==> config.mk <==
export PLATFORM = sky130hd
export DESIGN_NAME = wdb_top
export DESIGN_NICKNAME = d
export VERILOG_FILES = /design/src/rtl/wdb_pkg.sv /design/src/rtl/wdb_delay_counter.sv /design/src/rtl/wdb_top.sv
export SDC_FILE = /design/constraint.sdc
export NUM_CORES = 1
export LEC_CHECK = 0
export ABC_AREA = 1
export BUFFER_PORTS_ARGS = -buffer_cell sky130_fd_sc_hd__buf_2
export CAP_MARGIN = 20
export CORE_ASPECT_RATIO = 0.8
export CORE_UTILIZATION = 48
export DETAILED_ROUTE_END_ITERATION = 6
export GPL_ROUTABILITY_DRIVEN = 0
export PLACE_DENSITY = 0.71
export REMOVE_ABC_BUFFERS = 1
export SKIP_LAST_GASP = 1
export SYNTH_ARGS = -nofsm -noshare
export SYNTH_HDL_FRONTEND = slang
export SYNTH_SLANG_ARGS = --single-unit
==> constraint.sdc <==
create_clock -name clk -period 1.15 [get_ports clk]
set_input_delay 0.23 -clock clk [delete_from_list [all_inputs] [get_ports clk]]
set_output_delay 0.23 -clock clk [all_outputs]
set_load 0.03 [all_outputs]
==> src/rtl/wdb_pkg.sv <==
// Notes on behaviour
// - Each shutdown source has its own enable bit, and a clear bit blocks it.
// - Enable bit 2 lets the second comparator raise a shutdown event.
// - Enable bit 1 lets the first comparator raise a shutdown event.
// - A falling count N of 1 to 63 delays by N+1 to N+2 clock periods.
// - A rising count in bits 5 to 0 delays the output after a rising edge.
// - Bits 7 and 6 of both count registers drop writes and read as zero.
// - Count fields and shutdown enables clear to zero at every reset.
// - In shutdown the state control gives output A 11 high, 10 low, 01 off, 00 idle; B sits at its polarity bit.
// - After status clears, shutdown holds until the next data rising edge.
package wdb_pkg;

  // ==========================================================
  // Register map
  localparam int ADDR_W = 3;
  localparam int DATA_W = 8;
  localparam logic [ADDR_W-1:0] OFS_SRC_EN = 3'h0;
  localparam logic [ADDR_W-1:0] OFS_RISE_CNT = 3'h1;
  localparam logic [ADDR_W-1:0] OFS_FALL_CNT = 3'h2;
  localparam logic [ADDR_W-1:0] OFS_CTRL = 3'h3;
  localparam logic [ADDR_W-1:0] OFS_IRQ_STAT = 3'h4;
  localparam logic [ADDR_W-1:0] OFS_IRQ_MASK = 3'h5;

  // ==========================================================
  // Field layout
  localparam int CNT_W = 6;
  localparam int SRC_W = 5;
  localparam int BIT_PIN_EN = 0;
  localparam int BIT_CMP1_EN = 1;
  localparam int BIT_CMP2_EN = 2;
  localparam int BIT_SRC3_EN = 3;
  localparam int BIT_SRC4_EN = 4;
  localparam int BIT_POL_A = 0;
  localparam int BIT_POL_B = 1;
  localparam int BIT_STATE_LO = 2;
  localparam int BIT_SHUTDOWN = 7;
  localparam int IRQ_W = 3;
  localparam int IRQ_SHUTDOWN = 0;
  localparam int IRQ_RISE_DONE = 1;
  localparam int IRQ_FALL_DONE = 2;

  // ==========================================================
  // Shutdown output states
  typedef enum logic [1:0] {
    WDB_SD_IDLE = 2'h0,
    WDB_SD_OFF = 2'h1,
    WDB_SD_LOW = 2'h2,
    WDB_SD_HIGH = 2'h3
  } wdb_sd_state_t;

  // ==========================================================
  // Values after reset
  localparam logic [SRC_W-1:0] RST_SRC_EN = 5'h00;
  localparam logic [CNT_W-1:0] RST_CNT = 6'h00;
  localparam logic [1:0] RST_POL = 2'h0;
  localparam logic [1:0] RST_SD_STATE = 2'h0;
  localparam logic [IRQ_W-1:0] RST_IRQ = 3'h0;
  localparam logic [DATA_W-1:0] RST_RDATA = 8'h00;

endpackage

==> src/rtl/wdb_delay_counter.sv <==
`timescale 1ns/1ps

// Down counter timing one dead-band interval
module wdb_delay_counter
  import wdb_pkg::*;
(
  input wire logic clk,
  input wire logic resetn,
  input wire logic start,
  input wire logic cancel,
  input wire logic [wdb_pkg::CNT_W-1:0] count,
  output logic idle,
  output logic finish
);

  logic [CNT_W-1:0] cnt_q;
  logic [CNT_W-1:0] cnt_d;
  logic busy_q;
  logic busy_d;
  logic finish_q;
  logic finish_d;

  // ==========================================================
  // Count control
  // Zero count bypasses: busy never rises, the edge passes at once
  always_comb
  begin
    cnt_d = cnt_q;
    busy_d = busy_q;
    finish_d = 1'b0;
    if (cancel)
    begin
      busy_d = 1'b0;
    end
    else if (start)
    begin
      cnt_d = count;
      busy_d = (count != RST_CNT);
    end
    else if (busy_q)
    begin
      cnt_d = cnt_q - 6'h01;
      if (cnt_q == 6'h01)
      begin
        busy_d = 1'b0;
        finish_d = 1'b1;
      end
    end
  end

  // Count registers
  always_ff @(posedge clk)
  begin
    if (!resetn)
    begin
      cnt_q <= RST_CNT;
      busy_q <= 1'b0;
      finish_q <= 1'b0;
    end
    else
    begin
      cnt_q <= cnt_d;
      busy_q <= busy_d;
      finish_q <= finish_d;
    end
  end

  assign idle = ~busy_q;
  assign finish = finish_q;

endmodule

==> src/rtl/wdb_top.sv <==
`timescale 1ns/1ps

// Dead-band timing and auto-shutdown source selection
module wdb_top
  import wdb_pkg::*;
(
  input wire logic clk,
  input wire logic resetn,
  input wire logic [wdb_pkg::ADDR_W-1:0] regAddr,
  input wire logic [wdb_pkg::DATA_W-1:0] regWdata,
  input wire logic regWr,
  input wire logic regRd,
  output logic [wdb_pkg::DATA_W-1:0] regRdata,
  input wire logic genDataIn,
  input wire logic shutdownPinSelectInput,
  input wire logic cmp1Out,
  input wire logic cmp2Out,
  input wire logic src3In,
  input wire logic logicCellFourOut,
  output logic outA,
  output logic outAEn,
  output logic outB,
  output logic outBEn,
  output logic shutdownRequest,
  output logic shutdownActive,
  output logic irq
);

  // ==========================================================
  // Declarations
  logic [SRC_W-1:0] srcEn_q;
  logic [SRC_W-1:0] srcEn_d;
  logic [CNT_W-1:0] riseDelayCount_q;
  logic [CNT_W-1:0] riseDelayCount_d;
  logic [CNT_W-1:0] fallDelayCount_q;
  logic [CNT_W-1:0] fallDelayCount_d;
  logic [1:0] pol_q;
  logic [1:0] pol_d;
  wdb_sd_state_t outAcShutdownState_q;
  wdb_sd_state_t outAcShutdownState_d;
  logic sdStatus_q;
  logic sdStatus_d;
  logic sdHold_q;
  logic sdHold_d;
  logic [IRQ_W-1:0] irqStat_q;
  logic [IRQ_W-1:0] irqStat_d;
  logic [IRQ_W-1:0] irqMask_q;
  logic [IRQ_W-1:0] irqMask_d;
  logic [DATA_W-1:0] rdata_q;
  logic [DATA_W-1:0] rdata_d;
  logic dataPrev_q;
  logic dataPrev_d;
  logic effPrev_q;
  logic effPrev_d;
  logic outA_q;
  logic outA_d;
  logic outAEn_q;
  logic outAEn_d;
  logic outB_q;
  logic outB_d;
  logic outBEn_q;
  logic outBEn_d;
  logic sdReq_q;
  logic [SRC_W-1:0] srcVec;
  logic sdEvent;
  logic dataRise;
  logic effData;
  logic effRise;
  logic effFall;
  logic riseIdle;
  logic fallIdle;
  logic riseFinish;
  logic fallFinish;
  logic ctrlWr;
  logic statusClr;
  logic [IRQ_W-1:0] irqEvents;

  // Write decode shared by several register groups
  function automatic logic hit(input logic [ADDR_W-1:0] a,
                               input logic [ADDR_W-1:0] ofs);
    hit = (a == ofs);
  endfunction

  // ==========================================================
  // Shutdown source gating
  // Vector order matches the enable bit order
  always_comb
  begin
    srcVec = '0;
    srcVec[BIT_PIN_EN] = shutdownPinSelectInput;
    srcVec[BIT_CMP1_EN] = cmp1Out;
    srcVec[BIT_CMP2_EN] = cmp2Out;
    srcVec[BIT_SRC3_EN] = src3In;
    srcVec[BIT_SRC4_EN] = logicCellFourOut;
  end

  // A disabled source cannot reach the request at all
  assign sdEvent = |(srcVec & srcEn_q);

  // ==========================================================
  // Register writes
  assign ctrlWr = regWr && hit(regAddr, OFS_CTRL);
  assign statusClr = ctrlWr && !regWdata[BIT_SHUTDOWN];

  always_comb
  begin
    srcEn_d = srcEn_q;
    riseDelayCount_d = riseDelayCount_q;
    fallDelayCount_d = fallDelayCount_q;
    pol_d = pol_q;
    outAcShutdownState_d = outAcShutdownState_q;
    irqMask_d = irqMask_q;
    if (regWr)
    begin
      case (regAddr)
        OFS_SRC_EN:
          srcEn_d = regWdata[SRC_W-1:0];
        OFS_RISE_CNT:
          riseDelayCount_d = regWdata[CNT_W-1:0];
        OFS_FALL_CNT:
          fallDelayCount_d = regWdata[CNT_W-1:0];
        OFS_CTRL:
        begin
          pol_d = regWdata[BIT_POL_B:BIT_POL_A];
          outAcShutdownState_d =
            wdb_sd_state_t'(regWdata[BIT_STATE_LO+1:BIT_STATE_LO]);
        end
        OFS_IRQ_MASK:
          irqMask_d = regWdata[IRQ_W-1:0];
        default:
          irqMask_d = irqMask_q;
      endcase
    end
  end

  // Configuration registers, all cleared by reset
  always_ff @(posedge clk)
  begin
    if (!resetn)
    begin
      srcEn_q <= RST_SRC_EN;
      riseDelayCount_q <= RST_CNT;
      fallDelayCount_q <= RST_CNT;
      pol_q <= RST_POL;
      outAcShutdownState_q <= WDB_SD_IDLE;
      irqMask_q <= RST_IRQ;
    end
    else
    begin
      srcEn_q <= srcEn_d;
      riseDelayCount_q <= riseDelayCount_d;
      fallDelayCount_q <= fallDelayCount_d;
      pol_q <= pol_d;
      outAcShutdownState_q <= outAcShutdownState_d;
      irqMask_q <= irqMask_d;
    end
  end

  // ==========================================================
  // Shutdown status and hold
  // A live event beats a software clear in the same cycle; the hold
  // outlasts the status until the data input rises again
  assign dataRise = genDataIn && !dataPrev_q;

  always_comb
  begin
    sdStatus_d = sdStatus_q;
    if (statusClr)
    begin
      sdStatus_d = 1'b0;
    end
    if (ctrlWr && regWdata[BIT_SHUTDOWN])
    begin
      sdStatus_d = 1'b1;
    end
    if (sdEvent)
    begin
      sdStatus_d = 1'b1;
    end
    sdHold_d = sdStatus_d | (sdHold_q & ~dataRise);
    dataPrev_d = genDataIn;
  end

  always_ff @(posedge clk)
  begin
    if (!resetn)
    begin
      sdStatus_q <= 1'b0;
      sdHold_q <= 1'b0;
      dataPrev_q <= 1'b0;
      sdReq_q <= 1'b0;
    end
    else
    begin
      sdStatus_q <= sdStatus_d;
      sdHold_q <= sdHold_d;
      dataPrev_q <= dataPrev_d;
      sdReq_q <= sdEvent;
    end
  end

  // ==========================================================
  // Dead-band timing
  // Shutdown forces the data low so the idle state follows dead band
  assign effData = genDataIn && !sdHold_q;
  assign effRise = effData && !effPrev_q;
  assign effFall = !effData && effPrev_q;

  wdb_delay_counter riseDelay (
    .clk(clk),
    .resetn(resetn),
    .start(effRise),
    .cancel(effFall),
    .count(riseDelayCount_q),
    .idle(riseIdle),
    .finish(riseFinish)
  );

  wdb_delay_counter fallDelay (
    .clk(clk),
    .resetn(resetn),
    .start(effFall),
    .cancel(effRise),
    .count(fallDelayCount_q),
    .idle(fallIdle),
    .finish(fallFinish)
  );

  // ==========================================================
  // Output drive
  // A waits out the rising interval, B the falling one; with both
  // polarity bits clear they are never high together, which protects the bridge
  always_comb
  begin
    effPrev_d = effData;
    outA_d = (effPrev_q && riseIdle && !effFall) ^ pol_q[BIT_POL_A];
    outB_d = (!effPrev_q && fallIdle && !effRise) ^ pol_q[BIT_POL_B];
    outAEn_d = 1'b1;
    outBEn_d = 1'b1;
    if (sdHold_q)
    begin
      outB_d = pol_q[BIT_POL_B];
      case (outAcShutdownState_q)
        WDB_SD_HIGH:
          outA_d = 1'b1;
        WDB_SD_LOW:
          outA_d = 1'b0;
        WDB_SD_OFF:
        begin
          outA_d = 1'b0;
          outAEn_d = 1'b0;
        end
        default:
          outA_d = outA_d;
      endcase
    end
  end

  always_ff @(posedge clk)
  begin
    if (!resetn)
    begin
      effPrev_q <= 1'b0;
      outA_q <= 1'b0;
      outAEn_q <= 1'b0;
      outB_q <= 1'b0;
      outBEn_q <= 1'b0;
    end
    else
    begin
      effPrev_q <= effPrev_d;
      outA_q <= outA_d;
      outAEn_q <= outAEn_d;
      outB_q <= outB_d;
      outBEn_q <= outBEn_d;
    end
  end

  // ==========================================================
  // Interrupt status, write one to clear
  assign irqEvents = {fallFinish, riseFinish, sdEvent && !sdStatus_q};

  always_comb
  begin
    irqStat_d = irqStat_q;
    if (regWr && hit(regAddr, OFS_IRQ_STAT))
    begin
      irqStat_d = irqStat_q & ~regWdata[IRQ_W-1:0];
    end
    irqStat_d = irqStat_d | irqEvents; // Set wins over clear
  end

  always_ff @(posedge clk)
  begin
    if (!resetn)
    begin
      irqStat_q <= RST_IRQ;
    end
    else
    begin
      irqStat_q <= irqStat_d;
    end
  end

  // ==========================================================
  // Register reads, data valid the cycle after the strobe
  always_comb
  begin
    rdata_d = RST_RDATA;
    if (regRd)
    begin
      case (regAddr)
        OFS_SRC_EN:
          rdata_d = {3'h0, srcEn_q};
        OFS_RISE_CNT:
          rdata_d = {2'h0, riseDelayCount_q};
        OFS_FALL_CNT:
          rdata_d = {2'h0, fallDelayCount_q};
        OFS_CTRL:
          rdata_d = {sdStatus_q, 3'h0, outAcShutdownState_q, pol_q};
        OFS_IRQ_STAT:
          rdata_d = {5'h00, irqStat_q};
        OFS_IRQ_MASK:
          rdata_d = {5'h00, irqMask_q};
        default:
          rdata_d = RST_RDATA;
      endcase
    end
  end

  always_ff @(posedge clk)
  begin
    if (!resetn)
    begin
      rdata_q <= RST_RDATA;
    end
    else
    begin
      rdata_q <= rdata_d;
    end
  end

  // ==========================================================
  // Outputs
  assign regRdata = rdata_q;
  assign outA = outA_q;
  assign outAEn = outAEn_q;
  assign outB = outB_q;
  assign outBEn = outBEn_q;
  assign shutdownRequest = sdReq_q;
  assign shutdownActive = sdHold_q;
  assign irq = |(irqStat_q & irqMask_q);

endmodule

==> results.md <==
Place:
- The placed instance count is 513.
- The number of port buffers is 33.
- The post-detailed-placement half-perimeter wirelength is about 5000 µm.
- The cell area reported after detailed placement is around 3200 µm².

Timing:
- The number of max-slew violations in the final report is 0.
- The top achievable clock speed is ~830 MHz.
- After layout, the worst setup slack is -0.05728 ns.
- The setup TNS is -0.1912 ns.
- Setup repair after global routing could not meet its margin everywhere.
- The final cycle utilization of the critical path is 1.050.
- Setup violations remaining at the end of the flow were counted as 7.
- Between clock sinks in the finished design, the worst skew comes to around 0.005 ns.
- The final critical delay including setup and external delays is about 1.2 ns.
- The final number of hold-violating endpoints is 0.

Pwr:
- In this run the power spent charging and discharging nets is between 1 and 1.5 mW.
- The reported leakage power is around 1.5 nW.
- The clock network power share is 0.353.
- The maximum resistive drop on vdd is between 0.0007 and 0.0008 V.
- The cell area power density is between 1000 and 1500 nW/µm².
- The share of total power dissipated in combinational logic is 0.196.
- The overall power of the completed layout is between 4 and 5 mW.
- The fraction of power consumed by sequential logic is 0.451.
- The total internal power is ~3.5 mW.
- The fraction of power spent switching nets is 0.2910.

Yosys:
- For this run, the register share of the synthesized area comes to 0.4324.
- The per-instance average area after synthesis is a little over 7 µm².
- The post-synthesis cell type count is 33.
- Synthesis produced 380 cells.
- The flop and latch count out of synthesis is slightly below 60.
- The synthesized area is around 2700 µm².
- The count of synthesis-stage warnings from yosys is 0.

Route:
- The per-cell routed wire length is around 13 µm.
- The final routed DRC violation total is 0.
- The residual antenna-violating net count after detailed routing is 0.
- The total wirelength of the detailed-routed design is roughly 7000 µm.
- After detailed routing, the number of vias per cell comes to roughly 5.0.
- The count of TritonRoute iterations in the first routing pass is 5.
- The initial DRC count is ~210.
- The detailed-route via count is between 2k and 3k.

Floorplan:
- After floorplanning, the core was sized to cover about 5500 µm².
- The I/O pin total is 36.
- The starting density of the core is 0.4998.
- The width of the die is ~86 µm.
- The die covers between 5000 and 6000 µm².
- Row generation in the floorplan step produced 24 rows.
- The height of the chip is about 70 µm.

Cells and area:
- The post-layout instance count excluding filler cells is 535.
- The final cell area excluding filler cells is around 3500 µm².
- The number of fill cells is between 500 and 600.
- The count of nets after finishing is between 400 and 500.
- The antenna diode count is 0.
- The library cell used most frequently in the layout, excluding fill and tap cells, is sky130_fd_sc_hd__nand2_1.
- In the layout the commonest cells are sky130_fd_sc_hd__nand2_1 (62), sky130_fd_sc_hd__dfxtp_1 (51), sky130_fd_sc_hd__inv_1 (45).
- From synthesis to final layout, the design area changed by 28.63%.
- In the final layout, the share of cells above drive strength 1 is 0.2823.
- The footprint of the flip-flops and latches is 1191 µm².
- The footprint of the multi-input gates is about 1400 µm².

Global routing:
- The pin count of the biggest net entering global routing is 15.
- The first global-routing pass estimated ~11,000 µm of wire.
- The via count of the first global-routing pass came to 2,409.
- The remaining global-route overflow is 0.
- The number of antenna violations at the first check in global routing is 0.
- The total global-route track usage is 0.2532.

Critical path:
- The signal on the critical path passes through nand2_1 > nand3_2 > buf_6.
- The maximum fanout along the worst path is 3.
- STA classifies the critical path endpoint as an output port.
- The worst setup path is launched from a register.
- The largest single stage delay on the critical path is about 0.33 ns.
- The required time at the worst-slack endpoint is approximately 0.9 ns.
- Data arrives at the worst endpoint at a little under 1 ns.
- The cell at the slowest stage of the critical path is sky130_fd_sc_hd__dfxtp_2.
- The path type of the worst setup path is register to output port.

CTS:
- For this design, the sink count on the clock tree is 59.
- The TritonCTS clock tree is done.
- The source-to-sink clock delay at the later pin of the worst-skew pair is approximately 0.34 ns.
- The H-tree depth reported by CTS is 3.
- Hold repair after CTS inserted 0 buffers.
- Clock tree synthesis selected as its root buffer the cell sky130_fd_sc_hd__clkbuf_8.
- Counting along the longest clock path gives a buffer depth of 2.
- Clock-pin slew was measured on the worst setup and hold paths at ~0.060 ns.
- The total clock buffers created by CTS is 9.

Status:
- The flow ran to the end, but the final reports show violations.
- The final reports fail on negative setup slack.

Min path:
- The classification of the worst-slack hold path is primary input to register.

Flow run:
- The count of maximum capacitance violations is 0.
-- cell families after synthesis --
kind of cell / Yosys count / synth area share
fa+ha+maj: 4 / 0.01832
flops: 59 / 0.4324
other cells: 1 / 0.001373
compound gates: 96 / 0.1864
buf+inv: 64 / 0.09574
xor+xnor: 2 / 0.006414
simple gates: 154 / 0.2593
-- layout make-up --
type                       count  area share
multi-input combinational    257      0.3850
sequential                    59      0.3390
timing repair buffer          72      0.1396
inverter                      54     0.05769
clock buffer                  13     0.04808
tap                           78     0.02778
clock inverter                 2    0.002849
-- sequential cells by signal (all words and copies together), names as in the netlist, 2 cells and up --
| name | cells |
|---|---|
| fallDelay.cnt_q | 6 |
| irqMask_q | 3 |
| fallDelayCount_q | 6 |
| irqStat_q | 3 |
| regRdata | 7 |
| riseDelay.cnt_q | 6 |
| outAcShutdownState_q | 2 |
| pol_q | 2 |
| riseDelayCount_q | 6 |
| srcEn_q | 5 |
-- synthesized netlist by cell type, drive strengths merged --
cell type | count | area (µm²)
nand2 | 71 | 310.3
dfxtp | 59 | 1181
inv | 53 | 198.9
nor2 | 50 | 207.7
o21ai | 47 | 235.2
a21oi | 38 | 201.5
nand3 | 20 | 100.1
buf | 8 | 51.29
nand4 | 8 | 56.30
o22ai | 7 | 43.79
ha | 4 | 50.05
nor3 | 3 | 20.02
clkbuf | 2 | 7.510
o211ai | 2 | 15.01
xor2 | 2 | 17.52
a31oi | 1 | 6.260
clkinv | 1 | 3.750
conb | 1 | 3.750
nand3b | 1 | 7.510
nor4 | 1 | 6.260
o21bai | 1 | 7.510
-- per-stage QoR --
stage	hold WS, ns	util	worst slack, ns
global route	0.1815	0.6429	-0.1225
global placement	0.4199	0.5833	-0.05137
detailed placement	0.4295	0.5833	-0.1070
floorplan	0.2577	-	-0.2898
CTS	0.1571	0.6312	-0.06323
finish	0.1622	0.6429	-0.05728
-- critical path, delay by kind of cell (launching register included) --
family | cells | cell delay (ns)
buffers and inverters | 1 | 0.15
flip-flops | 1 | 0.33
AND/OR/NAND/NOR | 2 | 0.15
-- final timing paths --
kind / from / end / slack, ns / depth (start not counted)
worst min-delay path: regWdata[5] / riseDelayCount_q[5] / 0.16 / 3
worst max register to register: shutdownActive / fallDelay.cnt_q[0] / -0.04 / 7
worst min register to register: riseDelay.finish / irqStat_q[1] / 0.45 / 2
worst max-delay path: irqStat_q[0] / irq / -0.06 / 3
-- power by group through the flow --
stage / logic [mW] / clock network [mW] / registers (mW)
final: 0.963 / 1.73 / 2.22
after global routing: 1.07 / 1.85 / 2.23
after CTS: 0.913 / 1.76 / 2.21
after detailed placement: 0.866 / 0 / 2.25
after global placement: 0.851 / 0 / 2.25
after floorplan: 0.492 / 0 / 2.29
-- routing by layer --
layer  up-vias  wire, µm  track usage
met2        98      2913       0.3730
met5         -         0            0
met4         0       118      0.08148
met1      1189      3457       0.3544
li1       1382         -            -
met3        15       500      0.07500
-- timing repair --
item / in CTS / in global routing
cloned: 0 / 0
resized for setup: 21 / 23
hold endpoints to repair: 0 / 0
buffers inserted: 4 / 4
pin swaps: 6 / 16
setup endpoints to repair: 9 / 17
No activity file was read; power rests on OpenSTA's default activity.
